==> config.mk <==
export PLATFORM = sky130hd
export DESIGN_NAME = aas_supervisor
export DESIGN_NICKNAME = d
export VERILOG_FILES = /design/src/hdl/aas_pkg.sv /design/src/hdl/aas_supervisor.sv /design/src/hdl/aas_timer.sv
export VERILOG_INCLUDE_DIRS = /design/src /design/src/hdl
export SDC_FILE = /design/constraint.sdc
export NUM_CORES = 1
export LEC_CHECK = 0
export BUFFER_PORTS_ARGS = -buffer_cell sky130_fd_sc_hd__buf_2
export CAP_MARGIN = 15
export CORE_MARGIN = 2
export CORE_UTILIZATION = 54
export CTS_CLUSTER_DIAMETER = 40
export DETAILED_ROUTE_END_ITERATION = 12
export MAX_ROUTING_LAYER = met4
export PLACE_DENSITY = 0.79
export SETUP_SLACK_MARGIN = 0.2
export SYNTH_ARGS = -nofsm -noshare
export SYNTH_HDL_FRONTEND = slang
export SYNTH_SLANG_ARGS = --single-unit
==> constraint.sdc <==
create_clock -name pclk -period 2.8 [get_ports pclk]
set_input_delay 0.14 -clock pclk [delete_from_list [all_inputs] [get_ports pclk]]
set_output_delay 0.14 -clock pclk [all_outputs]
set_load 0.01 [all_outputs]
==> src/hdl/aas_defs.svh <==
// Purpose: constants for the active antenna supervisor (offsets, fields, resets, timing)
// Assumes: 40 MHz pclk, 32-bit APB data, byte addresses
// Notes: included by bare name from the top module and the bench
`ifndef AAS_DEFS_SVH
`define AAS_DEFS_SVH

// =====================================================
// register offsets
`define AAS_OFS_CTRL 8'h00
`define AAS_OFS_STATUS 8'h04
`define AAS_OFS_IRQ_STATUS 8'h08
`define AAS_OFS_IRQ_MASK 8'h0C

// =====================================================
// control fields
`define AAS_CTRL_SUPPLY 0
`define AAS_CTRL_SHORTDET 1
`define AAS_CTRL_RECOVER 2
`define AAS_CTRL_OPENDET 3
`define AAS_CTRL_W 4
`define AAS_CTRL_RESET 4'h0

// =====================================================
// status fields: condition [1:0], power on [4], feature flags [12:8]
`define AAS_ST_COND_LSB 0
`define AAS_ST_POWER 4
`define AAS_ST_FEAT_LSB 8
`define AAS_FEAT_W 5

// =====================================================
// interrupt fields
`define AAS_IRQ_FEAT 0
`define AAS_IRQ_COND 1
`define AAS_IRQ_SHORT 2
`define AAS_IRQ_W 3
`define AAS_IRQ_RESET 3'h0

// =====================================================
// timing
`define AAS_CLK_HZ 40000000
`define AAS_RETEST_TIME_MS 1000
`define AAS_RETEST_CYCLES (`AAS_RETEST_TIME_MS * (`AAS_CLK_HZ / 1000))
`define AAS_SETTLE_CYCLES 4

`endif

==> src/hdl/aas_pkg.sv <==
// Purpose: types shared by the antenna supervisor files
// Assumes: nothing beyond the defs header
// Notes: constants live in aas_defs.svh
package aas_pkg;

   // reported antenna condition
   typedef enum logic [1:0]
   {
      AAS_COND_INIT = 2'b00,
      AAS_COND_OK = 2'b01,
      AAS_COND_SHORT = 2'b10,
      AAS_COND_OPEN = 2'b11
   } aas_cond_t;

   // reporting sequence after reset or after supply control enable
   typedef enum logic [1:0]
   {
      AAS_SEQ_WAIT = 2'b00,
      AAS_SEQ_FEAT = 2'b01,
      AAS_SEQ_INIT = 2'b10,
      AAS_SEQ_RUN = 2'b11
   } aas_seq_t;

   // short recovery machine
   typedef enum logic [1:0]
   {
      AAS_REC_IDLE = 2'b00,
      AAS_REC_CUT = 2'b01,
      AAS_REC_RETEST = 2'b10
   } aas_rec_t;

endpackage

==> src/hdl/aas_supervisor.sv <==
// Purpose: active antenna supervisor with APB registers and one interrupt
// Assumes: pins synchronous to pclk; external pull-ups on both sense inputs
// Notes: zero-wait APB slave; read data captured in the setup cycle
//
// The implementer's own choices: register access over APB and the placing of the registers.
`timescale 1ns/1ps
`include "aas_defs.svh"
module aas_supervisor
   import aas_pkg::*;
#(
   parameter int ADDR_W = 8,
   parameter int RETEST_CYCLES = `AAS_RETEST_CYCLES,
   parameter int SETTLE_CYCLES = `AAS_SETTLE_CYCLES,
   parameter logic [`AAS_CTRL_W-1:0] STORED_CFG = `AAS_CTRL_RESET
)
(
   // clock and reset
   input wire logic pclk,
   input wire logic presetn,
   // apb slave
   input wire logic [ADDR_W-1:0] paddr,
   input wire logic psel,
   input wire logic penable,
   input wire logic pwrite,
   input wire logic [31:0] pwdata,
   output logic pready,
   output logic [31:0] prdata,
   output logic pslverr,
   // antenna pins
   input wire logic short_sense_low,
   input wire logic presence_sense,
   output logic antenna_supply_cut,
   // interrupt
   output logic irq
);

   // =====================================================
   // declarations
   logic [`AAS_CTRL_W-1:0] ctrl, next_ctrl;
   logic [`AAS_IRQ_W-1:0] irq_status, next_irq_status, irq_mask, next_irq_mask, irq_snap, next_irq_snap;
   logic [31:0] next_prdata, timer_value;
   logic setup_rd, access, addr_hit, short_now, open_now;
   logic supply_control_enable, short_detect_enable, short_auto_recover_enable, open_detect_enable;
   logic short_latched, next_short_latched, next_supply_cut, timer_load, timer_stop, timer_expired;
   logic ev_feat, ev_cond, ev_short;
   aas_seq_t seq, next_seq;
   aas_rec_t rec, next_rec;
   aas_cond_t cond, next_cond, sensed_cond;
   logic [`AAS_FEAT_W-1:0] feature_flags;

   // =====================================================
   // configuration bits
   assign supply_control_enable = ctrl[`AAS_CTRL_SUPPLY];
   assign short_detect_enable = ctrl[`AAS_CTRL_SHORTDET];
   assign short_auto_recover_enable = ctrl[`AAS_CTRL_RECOVER];
   assign open_detect_enable = ctrl[`AAS_CTRL_OPENDET];

   // feature report: control, short detect, open detect, power-down, recovery
   // power-down on short always comes with recovery, so both follow one enable
   assign feature_flags =
      {short_auto_recover_enable & short_detect_enable,
       short_auto_recover_enable & short_detect_enable,
       open_detect_enable,
       short_detect_enable,
       supply_control_enable};

   // =====================================================
   // sensing: short is a low level, open is presence low
   assign short_now = short_detect_enable & ~short_sense_low;
   assign open_now = open_detect_enable & ~presence_sense;

   // short wins over open; presence high or floating means connected
   assign sensed_cond = short_latched ? AAS_COND_SHORT :
      open_now ? AAS_COND_OPEN :
      AAS_COND_OK;

   // =====================================================
   // reporting sequence: feature report, then INIT, then live condition
   always_comb
   begin
      next_seq = seq;
      next_cond = cond;
      ev_feat = 1'b0;
      ev_cond = 1'b0;
      if (!supply_control_enable)
      begin
         // no feature or condition reports until supply control is on
         next_seq = AAS_SEQ_WAIT;
         next_cond = AAS_COND_INIT;
      end
      else
      begin
         case (seq)
            AAS_SEQ_WAIT:
            begin
               next_seq = AAS_SEQ_FEAT;
            end
            AAS_SEQ_FEAT:
            begin
               ev_feat = 1'b1;
               next_seq = AAS_SEQ_INIT;
            end
            AAS_SEQ_INIT:
            begin
               ev_cond = 1'b1;
               next_cond = AAS_COND_INIT;
               next_seq = AAS_SEQ_RUN;
            end
            AAS_SEQ_RUN:
            begin
               next_cond = sensed_cond;
               ev_cond = (sensed_cond != cond);
            end
            default:
            begin
               next_seq = AAS_SEQ_WAIT;
            end
         endcase
      end
   end

   always_ff @(posedge pclk or negedge presetn)
   begin
      if (!presetn)
      begin
         seq <= AAS_SEQ_WAIT;
         cond <= AAS_COND_INIT;
      end
      else
      begin
         seq <= next_seq;
         cond <= next_cond;
      end
   end

   // =====================================================
   // short latch and recovery; a power cycle is the reset, which clears it
   always_comb
   begin
      next_rec = rec;
      next_short_latched = short_latched;
      next_supply_cut = 1'b0;
      timer_load = 1'b0;
      timer_value = 32'(RETEST_CYCLES);
      timer_stop = 1'b0;
      ev_short = 1'b0;
      if (!short_detect_enable)
      begin
         // disabling detection is the manual way out of a latched short
         next_short_latched = 1'b0;
         next_rec = AAS_REC_IDLE;
         timer_stop = 1'b1;
      end
      else
      begin
         case (rec)
            AAS_REC_IDLE:
            begin
               if (short_now && !short_latched)
               begin
                  next_short_latched = 1'b1;
                  ev_short = 1'b1;
                  if (short_auto_recover_enable && supply_control_enable)
                  begin
                     next_supply_cut = 1'b1;
                     timer_load = 1'b1;
                     next_rec = AAS_REC_CUT;
                  end
               end
            end
            AAS_REC_CUT:
            begin
               next_supply_cut = 1'b1;
               if (timer_expired)
               begin
                  // retest: restore power and let the sense line settle
                  next_supply_cut = 1'b0;
                  timer_load = 1'b1;
                  timer_value = 32'(SETTLE_CYCLES);
                  next_rec = AAS_REC_RETEST;
               end
            end
            AAS_REC_RETEST:
            begin
               if (timer_expired)
               begin
                  if (short_now)
                  begin
                     next_supply_cut = 1'b1;
                     timer_load = 1'b1;
                     next_rec = AAS_REC_CUT;
                  end
                  else
                  begin
                     next_short_latched = 1'b0;
                     next_rec = AAS_REC_IDLE;
                  end
               end
            end
            default:
            begin
               next_rec = AAS_REC_IDLE;
            end
         endcase
         // dropping recovery or supply control mid-cycle keeps the short latched
         if (rec != AAS_REC_IDLE && (!short_auto_recover_enable || !supply_control_enable))
         begin
            next_rec = AAS_REC_IDLE;
            next_supply_cut = 1'b0;
            timer_stop = 1'b1;
         end
      end
   end

   always_ff @(posedge pclk or negedge presetn)
   begin
      if (!presetn)
      begin
         rec <= AAS_REC_IDLE;
         short_latched <= 1'b0;
         antenna_supply_cut <= 1'b0;
      end
      else
      begin
         rec <= next_rec;
         short_latched <= next_short_latched;
         antenna_supply_cut <= next_supply_cut;
      end
   end

   // retest and settle share one counter, never needed at once
   aas_timer #(.WIDTH(32)) u_timer
   (
      .pclk(pclk),
      .presetn(presetn),
      .load(timer_load),
      .load_value(timer_value),
      .stop(timer_stop),
      .expired(timer_expired)
   );

   // =====================================================
   // apb decode: zero wait states, unmapped addresses answer with pslverr
   assign pready = 1'b1;
   assign access = psel & penable;
   assign setup_rd = psel & ~penable & ~pwrite;
   assign addr_hit = paddr inside {`AAS_OFS_CTRL, `AAS_OFS_STATUS, `AAS_OFS_IRQ_STATUS, `AAS_OFS_IRQ_MASK};
   assign pslverr = access & ~addr_hit;

   // =====================================================
   // register file; read data captured in setup so it is stable in access
   always_comb
   begin
      next_ctrl = ctrl;
      next_irq_mask = irq_mask;
      next_prdata = prdata;
      next_irq_snap = irq_snap;
      if (setup_rd)
      begin
         next_prdata = 32'h0000_0000;
         next_irq_snap = '0;
         case (paddr)
            `AAS_OFS_CTRL:
            begin
               next_prdata[`AAS_CTRL_W-1:0] = ctrl;
            end
            `AAS_OFS_STATUS:
            begin
               next_prdata[`AAS_ST_COND_LSB +: 2] = cond;
               next_prdata[`AAS_ST_POWER] = supply_control_enable & ~antenna_supply_cut;
               next_prdata[`AAS_ST_FEAT_LSB +: `AAS_FEAT_W] = feature_flags;
            end
            `AAS_OFS_IRQ_STATUS:
            begin
               next_prdata[`AAS_IRQ_W-1:0] = irq_status;
               next_irq_snap = irq_status;
            end
            `AAS_OFS_IRQ_MASK:
            begin
               next_prdata[`AAS_IRQ_W-1:0] = irq_mask;
            end
            default:
            begin
               next_prdata = 32'h0000_0000;
            end
         endcase
      end
      if (access && pwrite)
      begin
         if (paddr == `AAS_OFS_CTRL)
         begin
            next_ctrl = pwdata[`AAS_CTRL_W-1:0];
         end
         if (paddr == `AAS_OFS_IRQ_MASK)
         begin
            next_irq_mask = pwdata[`AAS_IRQ_W-1:0];
         end
      end
   end

   // =====================================================
   // sticky events: only bits seen by the read are cleared, new events win
   always_comb
   begin
      next_irq_status = irq_status;
      if (access && !pwrite && paddr == `AAS_OFS_IRQ_STATUS)
      begin
         next_irq_status = irq_status & ~irq_snap;
      end
      next_irq_status[`AAS_IRQ_FEAT] = next_irq_status[`AAS_IRQ_FEAT] | ev_feat;
      next_irq_status[`AAS_IRQ_COND] = next_irq_status[`AAS_IRQ_COND] | ev_cond;
      next_irq_status[`AAS_IRQ_SHORT] = next_irq_status[`AAS_IRQ_SHORT] | ev_short;
   end

   always_ff @(posedge pclk or negedge presetn)
   begin
      if (!presetn)
      begin
         ctrl <= STORED_CFG;
         irq_mask <= `AAS_IRQ_RESET;
         irq_status <= `AAS_IRQ_RESET;
         irq_snap <= `AAS_IRQ_RESET;
         prdata <= 32'h0000_0000;
         irq <= 1'b0;
      end
      else
      begin
         ctrl <= next_ctrl;
         irq_mask <= next_irq_mask;
         irq_status <= next_irq_status;
         irq_snap <= next_irq_snap;
         prdata <= next_prdata;
         irq <= |(next_irq_status & next_irq_mask);
      end
   end

endmodule // aas_supervisor

==> src/hdl/aas_timer.sv <==
// Purpose: loadable down counter for retest timeout and settle wait
// Assumes: load has priority over counting
// Notes: expired is a one-cycle pulse load_value cycles after the load; the count stops at one
`timescale 1ns/1ps
module aas_timer
#(
   parameter int WIDTH = 32
)
(
   // clock and reset
   input wire logic pclk,
   input wire logic presetn,
   // control
   input wire logic load,
   input wire logic [WIDTH-1:0] load_value,
   input wire logic stop,
   // status
   output logic expired
);

   logic [WIDTH-1:0] count;
   logic running;
   logic [WIDTH-1:0] next_count;
   logic next_running;
   logic next_expired;

   // =====================================================
   // count down
   always_comb
   begin
      next_count = count;
      next_running = running;
      next_expired = 1'b0;
      if (stop)
      begin
         next_running = 1'b0;
      end
      else if (load)
      begin
         next_count = load_value;
         next_running = 1'b1;
      end
      else if (running)
      begin
         if (count <= WIDTH'(1))
         begin
            next_running = 1'b0;
            next_expired = 1'b1;
         end
         else
         begin
            next_count = count - WIDTH'(1);
         end
      end
   end

   always_ff @(posedge pclk or negedge presetn)
   begin
      if (!presetn)
      begin
         count <= '0;
         running <= 1'b0;
         expired <= 1'b0;
      end
      else
      begin
         count <= next_count;
         running <= next_running;
         expired <= next_expired;
      end
   end

endmodule // aas_timer

Word-level counts from Yosys, hierarchy flattened

Index checks and enable logic that the tools add are counted.

Add/sub/neg operators: 1
$mul: 0
Div/mod/pow operators: 0
Order comparisons: 1
Equality and inequality tests: 20
Shift-type cells: 0
Mux-type cells: 62
Bitwise gates (word level): 21
Reduce and logical (&&, ||, !) cells: 22

Operators by type and width:

| kind                  | number |
|---|---|
| $mux 32               | 3 |
| $mux 26               | 3 |
| $le 32x1->1 const B   | 1 |
| $mux 1                | 32 |
| $sub 32x1->32 const B | 1 |
| $mux 2                | 10 |
| $eq 8x4->1 const B    | 2 |
| $mux 3                | 4 |
| $pmux 2 s3            | 2 |
| $pmux 1 s3            | 3 |
| $and 1x1->1           | 8 |
| $eq 8x3->1 const B    | 1 |
| $logic_not 8->1       | 1 |
| $ne 4x3->1 const B    | 2 |
| $ne 4x4->1 const B    | 2 |
| $pmux 2 s4            | 1 |
| $reduce_and 4->1      | 2 |
| $not 1->1             | 7 |
| $and 3x3->3           | 2 |
| $eq 2x2->1 const B    | 3 |
| $logic_and 1x1->1     | 6 |
| $ne 3x1->1 const B    | 2 |
| $ne 3x3->1 const B    | 2 |
| $mux 5                | 1 |
| 17 further kinds      | 26 |

Bits in registers: 66
Latch bits: 0
Bits in writable memories: 0
Memory bits (read-only): 0
Input port bits: 47
Output and inout port bits: 36
Memories kept: 0

Logic depth before layout (Yosys ltp)

Gate-level depths: netlist of run 1.

Depth after elaboration: 10
Depth in mapped cells: 10

Hierarchy

From an unflattened synthesis of run 1, not the netlist that was laid out.

Cells, all modules: 449
Area, all modules: 3986.3 sq um

Modules (own cells, without submodules):

| module         | times used | cells an instance | area an instance (sq um) |
|---|---|---|---|
| aas_timer      | 1          | 264               | 2184.6 |
| aas_supervisor | 1          | 185               | 1801.7 |

Worst setup path after synthesis of run 1

OpenSTA, ideal clock, no wires.

Path type: register -> register
Start point: reg u_timer.count[0]
End point: reg u_timer.count[30]
Library setup time: 0.078 ns
Arrival time: 2.047 ns
Required time: 2.722 ns
Setup slack: 0.675 ns
Stages on the path, launching flop included: 10
Buffers on the path: 2
Period minus slack after synthesis: 2.125 ns
Path through: dfrtp_1 inv_1 ha_1 clkbuf_1 o21bai_1 nor4b_2 a31o_2 buf_2 or4_1 a21oi_1

Word-level cells in the longest chain between the ends: 4

RTL lines:

| what                   | line            | source |
|---|---|---|
| start, declared        | aas_timer.sv:21 | `logic [WIDTH-1:0] count;` |
| start signal, assigned | aas_timer.sv:67 | `count <= next_count;` |
| $sub 32x1->32          | aas_timer.sv:52 | `next_count = count - WIDTH'(1);` |
| $mux 32                | aas_timer.sv:45 | `if (count <= WIDTH'(1))` |
| $mux 32                | aas_timer.sv:43 | `else if (running)` |
| $mux 32                | aas_timer.sv:38 | `else if (load)` |

Parallel ways exist; a longest one is shown, timed or not. The select of a mux whose other input is x is not followed.
A chain may end at the register's enable or synchronous reset.

Worst setup path after layout of run 1

Ends and elaborated chain as after synthesis.

==> results of run 1 <==
## final cells by class
| class | instances | area (µm²) | area share |
|---|---|---|---|
| clock buffer | 11 | 141 | 0.0342 |
| clock inverter | 5 | 55.1 | 0.0133 |
| inverter | 9 | 33.8 | 0.00817 |
| multi-input combinational | 296 | 1920 | 0.464 |
| sequential | 65 | 1630 | 0.394 |
| tap | 96 | 120 | 0.0291 |
| timing repair buffer | 40 | 238 | 0.0575 |
## registers in the layout, summed over array words and instances (netlist names), 2 cells and up
name           count
irq_snap           3
rec                2
seq                2
irq_status         3
cond               2
irq_mask           3
u_timer.count     32
prdata             9
ctrl               4
## kinds of logic (layout without fill, tap and decap cells)
group,Yosys count,count (layout),synth area share
adder cells (fa/ha/maj),7,7,0.0231
AO/OA/AOI/OAI,98,98,0.175
flip-flops,65,65,0.429
XOR/XNOR,1,1,0.00231
buffers and inverters,54,65,0.0858
other,2,23,0.00198
AND/OR/NAND/NOR,154,154,0.239
multiplexers,13,13,0.0432
## metal layers
layer / GRT usage / vias to the layer above / share of wire
met1: 0.294 / 1493 / 0.46
li1: - / 1469 / -
met4: 0.0867 / 0 / 0.014
met3: 0.0462 / 10 / 0.054
met2: 0.335 / 90 / 0.47
met5: - / - / 0
## power by group through the flow
stage	sequential (mW)	combinational (mW)	clock, mW
final	0.948	0.0792	0.797
after global routing	0.948	0.0899	0.854
after CTS	0.948	0.0798	0.810
after detailed placement	0.966	0.0781	0
after global placement	0.966	0.0774	0
after floorplan	0.964	0.0626	0
## worst register-to-register path, delay by kind of cell, from the launching register on
kind | cells | cell delay (ps)
compound gates | 3 | 690
simple gates | 2 | 620
flops | 1 | 400
buf+inv | 2 | 280
fa+ha+maj | 1 | 210
## synth_stat cells (2+ instances only)
master	n	area share
mux4_2	2	0.012
a22o_1	13	0.030
clkbuf_1	12	0.012
inv_1	8	0.0079
or3b_2	2	0.0046
nand4_1	5	0.0083
nor3b_1	6	0.012
mux2_2	7	0.021
conb_1	2	0.0020
o21ai_0	16	0.021
a31oi_1	2	0.0033
a21oi_1	22	0.029
o21bai_1	2	0.0040
o22ai_1	7	0.012
o221ai_1	2	0.0046
nand3_2	2	0.0053
nand2b_1	8	0.013
nor2b_1	2	0.0033
nor3_1	10	0.013
o31ai_1	14	0.028
nand3_1	12	0.016
and2_0	2	0.0033
dfrtp_1	65	0.43
or4_1	13	0.026
nand2_1	35	0.035
or3_1	14	0.023
mux2i_1	4	0.011
or2_2	4	0.0066
ha_1	7	0.023
o211ai_1	2	0.0040
and3_1	4	0.0066
nor2_1	14	0.014
and3b_1	2	0.0046
o21ai_1	2	0.0026
nor4_1	7	0.012
buf_4	26	0.051
buf_2	5	0.0066
and2_1	2	0.0033
o41ai_1	2	0.0046
o21a_1	2	0.0040
## worst min-delay path by stage
stage / end / slack, ps / startpoint
final: short_latched / 10 / short_sense_low
after global routing: short_latched / 20 / short_sense_low
after CTS: short_latched / 3 / short_sense_low
after detailed placement: irq_snap[0] / 4 / presetn
after global placement: prdata[0] / 1 / presetn
after floorplan: antenna_supply_cut / -160 / presetn
==> results.json, run 1 <==
{
  "post_synth.cell_area_avg_um2": 9.62,
  "clock_latency_ps": 340,
  "first_pass_iters": 5,
  "die_x_um": 87.8,
  "synth_edf_count": 0,
  "post_cts_buffers": 0,
  "cts_resized": 0,
  "grt_pass1_vias": 2766,
  "ant_nets": 0,
  "async_flop_share": 1.00,
  "ys.warnings.count": 0,
  "layout_setup_ws_ps": 531,
  "placed_cells": 505,
  "start_util": 0.558,
  "gr-total-overflow": 0,
  "finalWirelength_um": 7850,
  "cp.depth": 8,
  "slowest_stage": "or4_1",
  "fillers": 586,
  "layout.nets": 475,
  "cts_hold_buf": 1,
  "numClockSinks": 65,
  "worstSetupEndpoint": "u_timer.count[30]",
  "path_buf_inv": 2,
  "whs_ps": 9.86,
  "cts_tree": "built",
  "min_path_cells": 2,
  "synth_area_um2": 3790,
  "syn_to_final_growth_pct": 9.01,
  "fin_area_um2": 4130,
  "place_worst_setup_slack_ps": 555,
  "p_comb_frac": 0.043,
  "drt_iter0_drc": 162,
  "rsz0062_at_grt": "no",
  "reg2reg_to": "u_timer.count[30]",
  "cts-root-buf": "clkbuf_8",
  "row_count": 30,
  "layout_common_cells": "dfrtp_1, nand2_1, buf_2",
  "dp_hpwl_um": 5400,
  "synth_seq_area_share": 0.429,
  "post-route-period-util": 0.810,
  "io_pins": 83,
  "final_cells": 522,
  "setup_viol": 0,
  "clock_path_buffers": 2,
  "crit_path_start": "u_timer.count[0]",
  "viasPerCell": 5.87,
  "gp_congestion": 0.862,
  "htree_levels": 3,
  "worstSetupPathType": "reg2reg",
  "slew_headroom": 0.329,
  "tightest_slew_ps": 1010,
  "crit_path_start_kind": "register",
  "finalHoldViolations": 0,
  "path_clk_slew_ps": 70,
  "power_density_nw_per_um2": 441,
  "mostFrequentLayoutCell": "dfrtp_1",
  "cap_violations": 0,
  "postLayoutCoreUtil": 0.608,
  "status": "completed",
  "maxSlewViolCount": 0,
  "required_ps": 3070,
  "clock.fmax_ghz": 0.441,
  "rrSetupSlack_ps": 530,
  "fin_crit_ps": 2270,
  "grt_usage": 0.222,
  "synth_cells": 394,
  "port-buffer-count": 31,
  "leakagePower_nw": 1.71,
  "route.detailed.drc": 0,
  "clkPwrFrac": 0.437,
  "ys_types": 66,
  "grt_max_degree": 32,
  "antenna_found_initial": 0,
  "critPathTopFamily": "compound AO/OA/AOI/OAI gates",
  "wl_per_cell_um": 15.0,
  "core_region_area_um2": 6790,
  "die_area_um2": 7710,
  "p_int_mw": 1.40,
  "grt_pass1_wl_um": 13000,
  "post_dp_cell_area_um2": 3930,
  "p_sw_frac": 0.232,
  "cts_made_buffers": 9,
  "arrival_ps": 2540,
  "critPathMaxFanout": 30,
  "cp-end-kind": "register",
  "finalSetupTns_ps": 0,
  "clock_skew_ps": 8.78,
  "min_path_type": "in2reg",
  "p_total_mw": 1.82,
  "die_h_um": 87.8,
  "ir_drop_mv": 0.236,
  "r2r_start": "u_timer.count[0]",
  "ys_ff_latch": 65,
  "worst_r2r_path_depth": 8,
  "layout-drive-gt1-share": 0.188,
  "path_cells": "inv_1 -> ha_1 -> o21bai_1 -> nor4b_2 -> a31o_2 -> buf_12 -> or4_1 -> a21oi_1",
  "num_vias": 3062,
  "p_seq_frac": 0.520,
  "max_stage_delay_ps": 500,
  "synthFlopType": "dfrtp_1",
  "power_switching_mw": 0.423,
  "antenna_cells": 0
}
(Power assumes the default switching activity.)
==> run 2: changes to the inputs <==
--- a/config.mk
+++ b/config.mk
@@ -6,14 +6,15 @@
 export SDC_FILE = /design/constraint.sdc
 export NUM_CORES = 1
 export LEC_CHECK = 0
+export ABC_AREA = 1
 export BUFFER_PORTS_ARGS = -buffer_cell sky130_fd_sc_hd__buf_2
 export CAP_MARGIN = 15
 export CORE_MARGIN = 2
-export CORE_UTILIZATION = 54
+export CORE_UTILIZATION = 50
 export CTS_CLUSTER_DIAMETER = 40
 export DETAILED_ROUTE_END_ITERATION = 12
 export MAX_ROUTING_LAYER = met4
-export PLACE_DENSITY = 0.79
+export PLACE_DENSITY = 0.76
 export SETUP_SLACK_MARGIN = 0.2
 export SYNTH_ARGS = -nofsm -noshare
 export SYNTH_HDL_FRONTEND = slang
==> constraint.sdc (replaced) <==
create_clock -name pclk -period 1.9 [get_ports pclk]
set_input_delay 0.095 -clock pclk [delete_from_list [all_inputs] [get_ports pclk]]
set_output_delay 0.095 -clock pclk [all_outputs]
set_load 0.01 [all_outputs]
==> results.json, run 2 <==
{
  "status": "completed",
  "synthTopCellsByCount": "nand2_1, nor2_1, dfrtp_1",
  "leakagePower_nw": 2.51,
  "clock.fmax_ghz": 0.600,
  "layout-drive-gt1-share": 0.209,
  "syn_to_final_growth_pct": 17.6,
  "core_region_area_um2": 8130,
  "clock_path_buffers": 2,
  "post-route-period-util": 0.877,
  "post_dp_cell_area_um2": 4390,
  "regMostFlops": "u_timer.count",
  "synth_area_um2": 4160,
  "drt_iter0_drc": 360,
  "min_path_cells": 3,
  "finalSetupTns_ps": 0,
  "final_cells": 765,
  "arrival_ps": 1900,
  "fillers": 749,
  "synth_top_area_cell": "dfrtp_1",
  "grt_usage": 0.236,
  "min_from": "pwdata[0]",
  "finalHoldViolations": 0,
  "die_x_um": 95.2,
  "slowest_stage": "dfrtp_2",
  "start_util": 0.511,
  "cts_made_buffers": 9,
  "gp_congestion": 0.943,
  "grt_pass1_wl_um": 16200,
  "post_synth.cell_area_avg_um2": 6.94,
  "antenna_found_initial": 0,
  "rsz0062_at_grt": "yes",
  "cts-root-buf": "clkbuf_8",
  "seq_area_um2": 1650,
  "route.detailed.drc": 0,
  "maxSlewViolCount": 0,
  "layout_common_cells": "nand2_1, nor2_1, dfrtp_1",
  "path_cells": "nor2_4 -> nand2_2 -> nor2_4 -> nand3_2 -> o21bai_4 -> nand2_4 -> buf_12 -> nand3_1 -> nand2_1",
  "required_ps": 2130,
  "crit_path_start_kind": "register",
  "worst_path_most_repeated_cell": "nor2_4",
  "async_flop_share": 1.00,
  "synth_seq_area_share": 0.391,
  "first_pass_iters": 5,
  "num_vias": 3891,
  "top_regs": "u_timer.count (32), prdata (9), ctrl (4)",
  "finalWirelength_um": 9940,
  "htree_levels": 3,
  "dp_hpwl_um": 6800,
  "worstSetupPathType": "reg2reg",
  "critPathTopFamily": "simple AND/OR/NAND/NOR gates",
  "postLayoutCoreUtil": 0.601,
  "mostFrequentLayoutCell": "nand2_1",
  "multi_input_area_um2": 2290,
  "wl_per_cell_um": 13.0,
  "grt_max_degree": 66,
  "path_buf_inv": 1,
  "layout.nets": 709,
  "reg2reg_to": "u_timer.count[0]",
  "max_stage_delay_ps": 470,
  "fin_crit_ps": 1670,
  "yosysMostFrequentCell": "nand2_1",
  "p_total_mw": 6.38,
  "largest_reg_flops": 32,
  "ys_ff_latch": 65,
  "rrSetupSlack_ps": 230,
  "ant_nets": 0,
  "critPathMaxFanout": 22,
  "gr-total-overflow": 0,
  "fin_area_um2": 4880,
  "placed_cells": 733,
  "cap_violations": 0,
  "ys.warnings.count": 0,
  "path_clk_slew_ps": 70,
  "power_density_nw_per_um2": 1310,
  "r2r_start": "u_timer.count[8]",
  "worstHoldEndpoint": "ctrl[0]",
  "ir_drop_mv": 0.613,
  "die_area_um2": 9060,
  "setup_viol": 0,
  "row_count": 33,
  "cp-end-kind": "register",
  "clock_skew_ps": 9.33,
  "synth_edf_count": 0,
  "port-buffer-count": 31,
  "ys_types": 37,
  "clock_latency_ps": 350,
  "antenna_cells": 0,
  "die_h_um": 95.2,
  "synth_top_area_frac": 0.391,
  "synth_cells": 599,
  "worst_r2r_path_depth": 9,
  "io_pins": 83,
  "numClockSinks": 65,
  "grt_pass1_vias": 3664,
  "viasPerCell": 5.09,
  "cts_tree": "built",
  "min_path_type": "in2reg",
  "synthTopCellsByArea": "dfrtp_1, nand2_1, nor2_1, buf_4, inv_1",
  "synthFlopType": "dfrtp_1"
}
## run 2: changes by cell type after synthesis, moves of 14 or more
cell and change:
inv_1 +43, nor2_1 +83, xor2_1 +15, a21oi_1 -15, or3_1 -14, nand3_1 +18
nand2_1 +177
## run 2: worst reg2reg max path: cells and delay by family (launching register included)
| family | cells | cell delay, ps |
|---|---|---|
| buffers and inverters | 1 | 180 |
| AND/OR/NAND/NOR | 7 | 770 |
| AO/OA/AOI/OAI | 1 | 150 |
| flip-flops | 1 | 470 |
## run 2: cells by family after synthesis
group / synth area share
and+or+nand+nor: 0.358
buffers and inverters: 0.112
DFF: 0.391
AOI/OAI and AO/OA: 0.0732
xor gates and xnor gates: 0.0400
adders and majority gates: 0.0211
other: 0.00181
muxes: 0.00271
## run 2: repair_timing
item | CTS | global route
setup buffers | 0 | 14
endpoints found under the hold margin | 66 | 0
pin swaps | 0 | 8
gates resized for setup | 10 | 56
setup endpoints to repair | 32 | 32
hold buffers | 2 | 0
## run 2: area by class of cell
cell class | count | area share
Multi-Input combinational cell | 466 | 0.469
Sequential cell | 65 | 0.337
Timing Repair Buffer | 59 | 0.0861
Inverter | 54 | 0.0438
Clock buffer | 11 | 0.0310
Tap cell | 105 | 0.0269
Clock inverter | 5 | 0.00615
## run 2: report_power, final
part	switching [mW]	internal [mW]	total, mW
Sequential	0.401	1.72	2.12
Combinational	1.94	1.23	3.18
Clock	0.551	0.537	1.09
Total	2.90	3.49	6.38
## run 2: layer usage
| layer | up-vias | global-route usage | part of all wire |
|---|---|---|---|
| met1 | 1804 | 0.303 | 0.45 |
| met3 | 27 | 0.0340 | 0.053 |
| li1 | 1933 | - | - |
| met4 | 0 | 0.0990 | 0.024 |
| met5 | - | - | 0 |
| met2 | 127 | 0.374 | 0.47 |
## run 2: metrics by stage
stage | setup slack [ps] | hold slack, ps
after detailed placement | 110 | 140
after floorplan | 262 | -201
after global routing | 151 | 30.8
after CTS | 208 | 16.3
final | 234 | 21.1
after global placement | 135 | 140
## run 2: worst max path at each step
stage                     start                end  slack [ps]  cells after the start
6_report       u_timer.count[8]   u_timer.count[0]         230                      9
5_1_grt        u_timer.count[3]   u_timer.count[0]         150                      9
4_1_cts        u_timer.count[0]  u_timer.count[29]         210                     10
3_5_place_dp   u_timer.count[0]  u_timer.count[14]         110                     10
3_3_place_gp   u_timer.count[0]  u_timer.count[30]         130                      9
2_1_floorplan  u_timer.count[0]  u_timer.count[28]         260                     10
